<file path="config.mk">
export PLATFORM = sky130hd
export DESIGN_NAME = ssmw_regs
export DESIGN_NICKNAME = d
export VERILOG_FILES = /design/src/inc/ssmw_pkg.sv /design/src/core/ssmw_regs.sv /design/src/core/ssmw_window_match.sv
export VERILOG_INCLUDE_DIRS = /design/src /design/src/inc
export SDC_FILE = /design/constraint.sdc
export NUM_CORES = 1
export LEC_CHECK = 0
export ABC_AREA = 1
export ABC_CLOCK_PERIOD_IN_PS = 1400
export BUFFER_PORTS_ARGS = -buffer_cell sky130_fd_sc_hd__buf_4
export CAP_MARGIN = 25
export CORE_MARGIN = 3
export CORE_UTILIZATION = 48
export DETAILED_ROUTE_END_ITERATION = 10
export PLACE_DENSITY = 0.78
export SLEW_MARGIN = 20
export SYNTH_ARGS = -nofsm -noshare
export SYNTH_HDL_FRONTEND = slang
export SYNTH_HIERARCHICAL = 1
export SYNTH_SLANG_ARGS = --single-unit
</file>
<file path="constraint.sdc">
create_clock -name ref_clk_i -period 1.4 [get_ports ref_clk_i]
set_input_delay 0.14 -clock ref_clk_i [delete_from_list [all_inputs] [get_ports ref_clk_i]]
set_output_delay 0.14 -clock ref_clk_i [all_outputs]
set_load 0.02 [all_outputs]
</file>
<file path="src/inc/ssmw_consts.svh">
`ifndef SSMW_CONSTS_SVH
`define SSMW_CONSTS_SVH

// configuration byte offsets
`define SSMW_OFS_STATUS      8'h1e
`define SSMW_OFS_WIN_BOTTOM  8'h20
`define SSMW_OFS_WIN_TOP     8'h22

// status field positions
`define SSMW_BIT_RECEIVED_SYSTEM_ERROR_FLAG     14
`define SSMW_BIT_RECEIVED_MASTER_ABORT_FLAG      13
`define SSMW_BIT_TABORT_RX   12
`define SSMW_BIT_TABORT_TX   11
`define SSMW_BIT_DATA_PAR    8

// fixed read-back fields of the status register
`define SSMW_DECODE_TIMING   2'h1
`define SSMW_BACK_TO_BACK_CAPABLE_FLAG         1'h1
`define SSMW_HIGH_RATE_CAP   1'h1

// window fields
`define SSMW_WIN_MSB         15
`define SSMW_WIN_LSB         4
`define SSMW_WIN_RESET       16'h0000
`define SSMW_WIN_LOW_FILL    20'h00000
`define SSMW_WIN_HIGH_FILL   20'hfffff

`endif

</file>
<file path="src/inc/ssmw_pkg.sv">
package ssmw_pkg;

  // one configuration access, 16-bit word with byte enables
  typedef struct packed {
    logic        wr;
    logic [7:0]  addr;
    logic [15:0] wdata;
    logic [1:0]  be;
  } ssmw_cfg_req_t;

  // event pulses observed on the downstream bus
  typedef struct packed {
    logic serr_seen;
    logic master_abort;
    logic target_abort_rx;
    logic target_abort_tx;
    logic is_master;
    logic perr_driven_rd;
    logic perr_seen_wr;
  } ssmw_evt_t;

  typedef struct packed {
    logic received_system_error_flag;
    logic received_master_abort_flag;
    logic received_target_abort_flag;
    logic signalled_target_abort_flag;
    logic master_data_parity_error_flag;
  } ssmw_flags_t;

endpackage : ssmw_pkg

</file>
<file path="src/core/ssmw_regs.sv">
// Contract
// - set flag on downstream system error
// - set flag on master abort as master
// - set flag on received target abort
// - set flag when signalling target abort
// - decode timing field reads fixed 01
// - parity flag needs master, enable, perr
// - back-to-back capable bit reads one
// - high-rate capable bit reads one
// - reserved status bits read zero
// - bottom field supplies address bits 31:20
// - top field supplies address bits 31:20
// - forward addresses inside inclusive window
// - window low nibbles read zero
// - window registers at 20h, 22h, reset zero
// - status register at 1eh, sixteen bits
`timescale 1ns/100ps
`default_nettype none
`include "ssmw_consts.svh"

module ssmw_regs
  import ssmw_pkg::*;
(
  input  wire logic          ref_clk_i,
  input  wire logic          rst_i,
  input  wire ssmw_cfg_req_t cfg_req_i,
  input  wire logic          cfg_valid_i,
  output logic [15:0]        cfg_rdata_o,
  input  wire ssmw_evt_t     evt_i,
  input  wire logic          parity_response_enable_i,
  input  wire logic [31:0]   mem_addr_i,
  input  wire logic          mem_valid_i,
  output logic               mem_forward_o,
  output ssmw_flags_t        flags_o
);

  // everything the block remembers, registered in one place
  typedef struct packed {
    ssmw_flags_t flags;   // sticky error flags
    logic [11:0] bottom;  // window bottom, address bits 31:20
    logic [11:0] top;     // window top, address bits 31:20
    logic [15:0] rdata;   // answer to the last read request
  } ssmw_state_t;

  ssmw_state_t st;
  ssmw_state_t next_st;
  ssmw_flags_t flag_events;
  ssmw_flags_t flag_clears;
  logic        hit;
  logic        window_empty;
  logic        rd_req;
  logic        wr_req;
  logic        wr_status;
  logic        wr_bottom;
  logic        wr_top;
  logic        clr_lane;
  logic        par_evt;

  // one-clear-bit helper: event wins over a simultaneous clear
  function automatic logic upd_flag(input logic cur, input logic evt,
                                    input logic clr);
    upd_flag = evt | (cur & ~clr);
  endfunction : upd_flag

  // a valid request that names this byte offset exactly
  function automatic logic at_offset(input ssmw_cfg_req_t req,
                                     input logic          valid,
                                     input logic [7:0]    ofs);
    at_offset = valid & (req.addr == ofs);
  endfunction : at_offset

  // byte-lane write of a window field; wdata bits 3:0 are dropped
  function automatic logic [11:0] merge_window(input logic [11:0] cur,
                                               input logic [15:0] wdata,
                                               input logic [1:0]  be);
    logic [11:0] f;
    f = cur;
    if (be[1]) begin
      f[11:4] = wdata[15:8];
    end
    if (be[0]) begin
      f[3:0] = wdata[7:4];
    end
    merge_window = f;
  endfunction : merge_window

  // read-back of a window field over its zero low nibble
  function automatic logic [15:0] window_word(input logic [11:0] f);
    window_word = {f, 4'h0};
  endfunction : window_word

  // write-one clear request per flag; all sit in the upper lane
  function automatic ssmw_flags_t clear_bits(input logic [15:0] wdata);
    ssmw_flags_t c;
    c.received_system_error_flag    = wdata[`SSMW_BIT_RECEIVED_SYSTEM_ERROR_FLAG];
    c.received_master_abort_flag    = wdata[`SSMW_BIT_RECEIVED_MASTER_ABORT_FLAG];
    c.received_target_abort_flag    = wdata[`SSMW_BIT_TABORT_RX];
    c.signalled_target_abort_flag   = wdata[`SSMW_BIT_TABORT_TX];
    c.master_data_parity_error_flag = wdata[`SSMW_BIT_DATA_PAR];
    clear_bits = c;
  endfunction : clear_bits

  // status word: sticky flags over the fixed capability pattern
  function automatic logic [15:0] status_word(input ssmw_flags_t f);
    logic [15:0] w;
    w = 16'h0000;
    w[`SSMW_BIT_RECEIVED_SYSTEM_ERROR_FLAG]   = f.received_system_error_flag;
    w[`SSMW_BIT_RECEIVED_MASTER_ABORT_FLAG]    = f.received_master_abort_flag;
    w[`SSMW_BIT_TABORT_RX] = f.received_target_abort_flag;
    w[`SSMW_BIT_TABORT_TX] = f.signalled_target_abort_flag;
    w[10:9] = `SSMW_DECODE_TIMING;
    w[`SSMW_BIT_DATA_PAR]  = f.master_data_parity_error_flag;
    w[7] = `SSMW_BACK_TO_BACK_CAPABLE_FLAG;
    w[5] = `SSMW_HIGH_RATE_CAP;
    status_word = w;
  endfunction : status_word

  // read-back mux; unmapped offsets read as zero
  function automatic logic [15:0] read_word(input logic [7:0]  addr,
                                            input ssmw_state_t s);
    logic [15:0] w;
    case (addr)
      `SSMW_OFS_STATUS:     w = status_word(s.flags);
      `SSMW_OFS_WIN_BOTTOM: w = window_word(s.bottom);
      `SSMW_OFS_WIN_TOP:    w = window_word(s.top);
      default:              w = 16'h0000;
    endcase
    read_word = w;
  endfunction : read_word

  // request decode; only exact byte offsets are answered
  assign rd_req    = cfg_valid_i & ~cfg_req_i.wr;
  assign wr_req    = cfg_valid_i & cfg_req_i.wr;
  assign wr_status = at_offset(cfg_req_i, wr_req,
                               `SSMW_OFS_STATUS);
  assign wr_bottom = at_offset(cfg_req_i, wr_req,
                               `SSMW_OFS_WIN_BOTTOM);
  assign wr_top    = at_offset(cfg_req_i, wr_req,
                               `SSMW_OFS_WIN_TOP);

  // all clearable flags live in the upper byte lane
  assign clr_lane    = wr_status & cfg_req_i.be[1];
  assign flag_clears = clr_lane ? clear_bits(cfg_req_i.wdata) : '0;

  // parity event needs mastership, the enable and a perr together
  assign par_evt = evt_i.is_master & parity_response_enable_i
                 & (evt_i.perr_driven_rd | evt_i.perr_seen_wr);

  // event pulses gathered in flag order, system error first
  assign flag_events = {evt_i.serr_seen,
                        evt_i.master_abort,
                        evt_i.target_abort_rx,
                        evt_i.target_abort_tx,
                        par_evt};

  // base above limit: no address can lie inside the window
  assign window_empty = (st.bottom > st.top);

  // inclusive compare against the programmed window
  ssmw_window_match u_match (
    .bottom_i (st.bottom),
    .top_i    (st.top),
    .addr_i   (mem_addr_i),
    .hit_o    (hit)
  );

  // next-state: flags, window fields, registered read data
  always_comb begin
    next_st = st;
    // each flag: a new event sets it, a write of one clears it
    next_st.flags.received_system_error_flag = upd_flag(
      st.flags.received_system_error_flag,
      flag_events.received_system_error_flag,
      flag_clears.received_system_error_flag);
    next_st.flags.received_master_abort_flag = upd_flag(
      st.flags.received_master_abort_flag,
      flag_events.received_master_abort_flag,
      flag_clears.received_master_abort_flag);
    next_st.flags.received_target_abort_flag = upd_flag(
      st.flags.received_target_abort_flag,
      flag_events.received_target_abort_flag,
      flag_clears.received_target_abort_flag);
    next_st.flags.signalled_target_abort_flag = upd_flag(
      st.flags.signalled_target_abort_flag,
      flag_events.signalled_target_abort_flag,
      flag_clears.signalled_target_abort_flag);
    next_st.flags.master_data_parity_error_flag = upd_flag(
      st.flags.master_data_parity_error_flag,
      flag_events.master_data_parity_error_flag,
      flag_clears.master_data_parity_error_flag);
    // window fields take whichever byte lanes are enabled
    if (wr_bottom) begin
      next_st.bottom = merge_window(st.bottom, cfg_req_i.wdata,
                                    cfg_req_i.be);
    end
    if (wr_top) begin
      next_st.top = merge_window(st.top, cfg_req_i.wdata,
                                 cfg_req_i.be);
    end
    // reads answer one cycle after the request, then fall to zero
    next_st.rdata = 16'h0000;
    if (rd_req) begin
      next_st.rdata = read_word(cfg_req_i.addr, st);
    end
  end

  // single state register
  always_ff @(posedge ref_clk_i) begin
    if (rst_i) begin
      st <= '0;
    end else begin
      st <= next_st;
    end
  end

  assign cfg_rdata_o   = st.rdata;
  assign mem_forward_o = mem_valid_i & hit & ~window_empty;
  assign flags_o       = st.flags;

endmodule : ssmw_regs
`default_nettype wire

</file>
<file path="src/core/ssmw_window_match.sv">
`timescale 1ns/100ps
`default_nettype none
`include "ssmw_consts.svh"

// inclusive window compare on a 32-bit memory address
module ssmw_window_match
  import ssmw_pkg::*;
(
  input  wire logic [11:0] bottom_i,
  input  wire logic [11:0] top_i,
  input  wire logic [31:0] addr_i,
  output logic             hit_o
);

  logic [31:0] lo_addr;
  logic [31:0] hi_addr;

  // low 20 bits implied zero at the bottom, ones at the top
  assign lo_addr = {bottom_i, `SSMW_WIN_LOW_FILL};
  assign hi_addr = {top_i, `SSMW_WIN_HIGH_FILL};
  // base above limit leaves no address satisfying both compares
  assign hit_o = (addr_i >= lo_addr) && (addr_i <= hi_addr);

endmodule : ssmw_window_match
`default_nettype wire

</file>
## Yosys cells after proc, flatten, opt, wreduce, memory -nomap -nowiden

Index checks and enable logic that the tools add are counted.

- RAM bits: 0
- Logic and storage cells: 53
- Bits in registers: 45
- Input port bits: 71
- Output and inout port bits: 22
- Latch bits: 0
- ROM bits: 0
- Memories kept: 0

- Divide/modulo/power cells: 0
- Multiplexer cells: 2
- Shift operators: 0
- Bitwise operators: 29
- $mul: 0
- Equality and inequality tests: 3
- $lt $le $gt $ge: 3
- Reductions and logical operators: 6
- $add $sub $neg: 0

Operators by type and width:

| cell | number |
|---|---|
| case mux 16 bit (3 select lines) | 1 |
| greater-or-equal comparator 32 bit | 1 |
| less-or-equal comparator 32 bit | 1 |
| equality test 8 x 6 -> 1 bit, second input constant | 2 |
| AND 1 bit | 15 |
| greater-than comparator 12 bit | 1 |
| equality test 8 x 5 -> 1 bit, second input constant | 1 |
| NOT 1 bit | 8 |
| AND reduction 2 bit | 4 |
| OR 1 bit | 6 |
| two-way mux 5 bit | 1 |
| OR reduction 2 bit | 1 |
| logical AND 1 bit | 1 |

## Longest topological paths before layout

Gate-level depths: netlist of run 1.

- Word-level depth: 7
- Depth in mapped cells: 13
- Depth with buffers taken out: 13

## By module

Netlist of run 1, hierarchy kept.

Modules (own cells, without submodules):

| module | area each (um^2) | cells each | seq. area each (um^2) | times used |
|---|---|---|---|---|
| ssmw_regs | 2344.7 | 347 | 820.8 | 1 |
| ssmw_window_match | 860.8 | 164 | 0.0 | 1 |

## Least setup slack after synthesis of run 1

No wires, ideal clock.

- Path type: reg2out
- From: reg st[39] in the netlist's numbering
- To: out mem_forward_o
- Required time: 1260 ps
- Setup slack: -330 ps
- Buffers on the path: 0
- Data arrival time: 1590 ps
- Stages on the path, launching flop included: 13
- Cells stage by stage: dfxtp_1 > inv_1 > ha_1 > nand2_1 > inv_2 > nand2_2 > nor2_2 > nand2_1 > nor2_1 > nor2_1 > nor2_2 > nand2_1 > a21oi_1

- Longest elaborated chain between the ends: 4
- Elaborated cells on any way between the ends: 6
- Those cells by class: order compare: 2; bitwise: 3; reduce/logical: 1

RTL lines:

| what | RTL line | RTL |
|---|---|---|
| from (decl) | ssmw_regs.sv:45 | `ssmw_state_t st;` |
| from (signal assigned) | ssmw_regs.sv:212 | `st <= next_st;` |
| greater-or-equal comparator 32 bit | ssmw_window_match.sv:22 | `assign hit_o = (addr_i >= lo_addr) && (addr_i <= hi_addr);` |
| logical AND 1 bit | ssmw_window_match.sv:22 |  |
| named net hit | ssmw_regs.sv:49 | `logic hit;` |
| AND 1 bit (2 in a row) | ssmw_regs.sv:217 | `assign mem_forward_o = mem_valid_i & hit & ~window_empty;` |
| to (decl) | ssmw_regs.sv:33 | `output logic mem_forward_o,` |

The timed path passes the listed nets, and every way through them passes these cells.

## Worst setup path in the final report of run 1

- From: reg st[32] in the netlist's numbering
- To: out mem_forward_o

The elaborated chain is that of the path after synthesis.

==> run metrics, run 1 <==
top-count cell post-synth=nand2_1; Startpoint Class=flop; sequential fraction of the synthesis area=0.2560; IO Pins=93; DIE HEIGHT=87.72 um; post-synthesis adder-cell area fraction=0.1405; HPWL Detailed=6.843 mm; type of the worst min-delay path=in2reg; largest net degree at the start of global routing=25; leakage=0.002270 uW; Critical Path Start=st[32]; Initial DRC Count=141; final hold viol count=0; r2r startpoint=st[17]; Chip Width=87.72 um; vias in the first global route=3,338; Routed wire per std cell=12.88 um; grt total ovfl=0; fmax=495.8 MHz; Synth Instances=511; GR Util met2=0.4377; WP data required=1260 ps; Worst-path clk slew=90 ps; Residual DRC=0; Post-Route WL=9.001 mm; GRT Resource Usage Total=0.2246; CTS tree=yes; Starting Density=0.4991; fin. max-slew vios=0; met3 Use GR=0.02916; critical hold path startpoint=evt_i[3]; Final setup viols=1; Power Total=2716 uW; Critical Path Sink Type=primary output; Post-synth EDFFs=0; worst-path fanout max=2; fin nets=728; dpl cells=683; FF-to-FF setup slack=420 ps; Layout area overhead=40.44%; Post-Syn Area=3206 um^2; Synth Area in Compound Gates=0.05933; antenna fix cells=0; number of buffers created by CTS=5; worst setup margin=-616.9 ps; row cnt=29; die footprint=7695 um^2; initial antenna violation count=0; mux cell area share after synthesis=0; Setup WS pre-CTS=-334.2 ps; final core utilization=0.7010; Async SR Flop Fraction=0; Crit Path Class=reg2out; H-tree depth=2; post-synthesis xor/xnor area fraction=0; crit path time final=2017 ps; core area=6422 um^2; Final ANT Viol Nets=0; failing checks=negative setup slack; clock latency reported for the late side of the worst-skew pair=300 ps; RSZ-0062 raised after global routing=yes; synth top area cells=dfxtp_1, nand2_1, ha_1; Layout fillers=534; number of max-cap violations=0; Power Density=603.3 nW/um^2; setup TNS=-616.9 ps; Seq cells post-synth=41; Worst EP arrival=1880 ps; I/O Buffers=84; # hold bufs at CTS=0; first-pass GRT wire length=13.99 mm; DRT Pass-1 Iters=4; Mean Syn Cell Area=6.273 um^2; ys flop type=dfxtp_1; Final Skew=10.31 ps; Simple-Gate Fraction of Synth Area=0.3681; Synth area leader=dfxtp_1; via-per-instance ratio=4.896; Sink Count=41; Peak VDD IR=0.6097 mV; Final Cycle Share=1.441; post-synth cell types=27; synth warn=6; status=complete, but fails checks; share of cells above drive strength 1=0.3682; Non-Filler Instances=699; CTS root buffer=clkbuf_8; DR vias=3,422; GR met1 Demand/Resource=0.2544; GP Congestion=0.9127; most frequent cells after synthesis=nand2_1, nor2_1, inv_1; largest family of logic cells by synthesized area=simple AND/OR/NAND/NOR gates; Most Crowded Layer GR=met2; Clock Path Buffers=2; Yosys top cell area share=0.2560
-- flip-flops by register name, indices dropped and copies added (netlist names) --
register / cells
st: 24
cfg_rdata_o: 12
flags_o: 5
-- cell families after synthesis --
| logic type | count (synthesis) |
|---|---|
| AO/OA/AOI/OAI | 36 |
| adder cells (fa/ha/maj) | 36 |
| buffers and inverters | 126 |
| flip-flops | 41 |
| other | 1 |
| AND/OR/NAND/NOR | 271 |
-- metal layers --
layer  up-vias  share of wire
li1       1747              -
met1      1556           0.40
met2        94           0.53
met3        25          0.045
met4         0          0.026
met5         -              0
-- power breakdown --
part | total [uW] | internal [uW] | switching [uW]
Combinational | 519 | 258 | 261
Clock | 1010 | 582 | 432
Sequential | 1180 | 1180 | 8.13
Total | 2720 | 2020 | 701
-- per-stage QoR --
| step | hold slack (ps) | cell area, um^2 |
|---|---|---|
| 6_report | 44.45 | 4502 |
| 5_1_grt | 63.74 | 4502 |
| 4_1_cts | 46.57 | 4277 |
| 3_5_place_dp | 353.7 | 4049 |
| 3_3_place_gp | 346.4 | 4049 |
| 2_1_floorplan | 209.1 | 3252 |
-- layout make-up --
class / instances / area, um^2 / area share
Multi-Input combinational cell: 347 / 2116 / 0.4700
Timing Repair Buffer: 125 / 942.2 / 0.2093
Sequential cell: 41 / 848.3 / 0.1884
Inverter: 101 / 382.9 / 0.08505
Tap cell: 77 / 96.34 / 0.02140
Clock buffer: 7 / 86.33 / 0.01918
Clock inverter: 1 / 30.03 / 0.006670
-- path summary, 6_finish.rpt --
path / to / cells past startpoint
setup reg to reg: cfg_rdata_o[5] / 6
setup / recovery: mem_forward_o / 11
hold reg to reg: flags_o[0] / 2
hold / removal: flags_o[1] / 3
-- worst max-delay path, stage by stage, from the launching register on --
cell	delay, ps
dfxtp_2	360
inv_2	50
ha_4	250
nand4_1	140
nor2_4	160
nand2_2	70
nor2_2	90
nor2_2	60
nor2_4	100
nand2_2	70
a21oi_4	100
buf_6	130
-- what timing repair did --
action | 4_1_cts | 5_1_grt
pin swaps | 23 | 36
gates resized for setup | 21 | 42
buffers inserted | 4 | 4
setup endpoints to repair | 1 | 1
-- cell usage in the layout, fill, tap and decap left out, types with 6 or more instances in the layout --
cell / synthesis / routed
nand3_1: 24 / 21
buf_4: 22 / 124
nor2_4: 5 / 9
clkbuf_8: 0 / 6
inv_1: 91 / 75
dfxtp_2: 0 / 22
nand4_1: 8 / 8
nor2_2: 7 / 7
dfxtp_1: 41 / 19
a21oi_1: 18 / 16
nand2_1: 123 / 119
ha_4: 0 / 16
nor2_1: 96 / 92
o21ai_0: 10 / 10
inv_2: 8 / 24
ha_1: 36 / 20
nand2_2: 4 / 6
Power figures use the tool's default switching activity.
==> run 2: changes to the inputs <==
CORE_MARGIN = 4   (was 3)
TNS_END_PERCENT = 5   (was not set)
==> run metrics, run 2 (same netlist as run 1, synthesis figures left out) <==
status=complete, but fails checks (unchanged); failing checks=negative setup slack (unchanged); Final Skew=7.705 ps (was 10.31 ps); Startpoint Class=flop (unchanged); fin nets=729 (was 728); Final Cycle Share=1.469 (was 1.441); initial antenna violation count=0 (unchanged); fmax=486.4 MHz (was 495.8 MHz); Residual DRC=0 (unchanged); Peak VDD IR=0.4049 mV (was 0.6097 mV); Worst-path clk slew=90 ps (about the same); Post-Route WL=8.757 mm (was 9.001 mm); final core utilization=0.6897 (was 0.7010); antenna fix cells=0 (unchanged); share of cells above drive strength 1=0.3467 (was 0.3682); Worst EP arrival=1920 ps (was 1880 ps); GRT Resource Usage Total=0.2076 (was 0.2246); DIE HEIGHT=89.72 um (was 87.72 um); CTS tree=yes (unchanged); Largest stage delay, worst path=350 ps (was 360 ps); largest net degree at the start of global routing=25 (unchanged); DR vias=3,345 (was 3,422); family with the most delay on the worst path=simple AND/OR/NAND/NOR gates (unchanged); crit path time final=2056 ps (was 2017 ps); Crit Path Class=reg2out (unchanged); core area=6422 um^2 (unchanged); crit-path cells=buf_4 -> ha_1 -> a21oi_1 -> nor2_1 -> nor2_2 -> nand3_1 -> a21oi_4 -> buf_6 (was inv_2 -> ha_4 -> nand4_1 -> nor2_4 -> nand2_2 -> nor2_2 -> nor2_2 -> nor2_4 -> nand2_2 -> a21oi_4 -> buf_6); number of max-cap violations=0 (unchanged); GP Congestion=0.8985 (was 0.9127); leakage=0.002247 uW (was 0.002270 uW); setup TNS=-655.9 ps (was -616.9 ps); number of buffers created by CTS=5 (unchanged); worst setup margin=-655.9 ps (was -616.9 ps); Slowest-stage cell, CP=dfxtp_2 (unchanged); Layout area overhead=38.17% (was 40.44%); H-tree depth=2 (unchanged); type of the worst min-delay path=in2reg (unchanged); Largest register FFs=24 (unchanged); DP Area=4056 um^2 (was 4049 um^2); Non-Filler Instances=700 (was 699); Routed wire per std cell=12.51 um (was 12.88 um); worst-path fanout max=2 (unchanged); Power Total=2457 uW (was 2716 uW); Starting Density=0.4991 (unchanged); grt total ovfl=0 (unchanged); CTS root buffer=clkbuf_8 (unchanged); IO Pins=93 (unchanged); Sink Count=41 (unchanged); WP data required=1260 ps (about the same); Final setup viols=1 (unchanged); Initial DRC Count=184 (was 141); first-pass GRT wire length=14.06 mm (was 13.99 mm); RSZ-0062 raised after global routing=yes (unchanged); final hold viol count=0 (unchanged); via-per-instance ratio=4.779 (was 4.896); I/O Buffers=84 (unchanged); HPWL Detailed=6.667 mm (was 6.843 mm); die footprint=8050 um^2 (was 7695 um^2); vias in the first global route=3,334 (was 3,338); dpl cells=684 (was 683); most common cell after layout, fill and taps aside=buf_4 (unchanged); row cnt=29 (unchanged); DRT Pass-1 Iters=4 (unchanged); Clock Path Buffers=2 (unchanged); clock latency reported for the late side of the worst-skew pair=300 ps (about the same); Critical Path Sink Type=primary output (unchanged); CP bufs+invs=2 (unchanged); fin. max-slew vios=0 (unchanged); Chip Width=89.72 um (was 87.72 um); most flop-heavy register=st (unchanged); Final ANT Viol Nets=0 (unchanged); Power Density=554.7 nW/um^2 (was 603.3 nW/um^2); post-route cell area=4429 um^2 (was 4502 um^2); most frequent cells in the layout=buf_4, nand2_1, nor2_1 (unchanged)
run 2: cell count changes in the layout (fill, tap and decap cells not counted), sizes merged:
cell	change
clkbuf	-2
clkinv	+2
buf	+1
bufinv	-1
clkinvlp	+1
run 2: cell type report:
class	instances	area (um^2)
tap	77	96.34
clock buffer	5	68.82
clock inverter	3	17.52
inverter	101	382.9
timing repair buffer	126	949.7
multi-input combinational	347	2067
fill	562	1993
sequential	41	847.1
run 2: final timing paths:
kind | start | depth (start not counted) | slack [ps] | endpoint
max reg2reg | st[17] | 6 | 420 | cfg_rdata_o[5]
min reg2reg | flags_o[0] | 2 | 490 | flags_o[0]
max | st[37] | 8 | -660 | mem_forward_o
min | evt_i[5] | 3 | 40 | flags_o[3]
run 2: timing repair:
action | in CTS | in global routing
setup buffers | 5 | 3
hold buffers | 0 | 0
gates resized for setup | 19 | 27
pin swaps | 16 | 17
setup endpoints to repair | 1 | 1
run 2: worst register-to-register path: cells and delay by family (launching register included):
kind	cells	cell delay, ps
AO/OA/AOI/OAI	1	60
AND/OR/NAND/NOR	2	160
flip-flops	1	330
buffers and inverters	3	330
run 2: layer usage:
metal  up-vias  share of wire  track usage
met4         0          0.022      0.06769
met5         -              0            0
met2        89           0.52       0.3860
li1       1745              -            -
met1      1490           0.40       0.2328
met3        21          0.053      0.04758
run 2: per-stage QoR:
stage               hold slack, ps  setup slack [ps]
floorplan                    209.1            -141.2
global placement             346.0            -342.9
detailed placement           351.7            -370.6
CTS                          42.35            -615.3
global route                 44.14            -756.2
finish                       40.54            -655.9
run 2: power breakdown:
group          leakage [uW]  total, uW  internal, uW  switching [uW]
combinational       0.00186        497           251             246
sequential         0.000342       1180          1170            7.90
clock             0.0000439        779           344             435
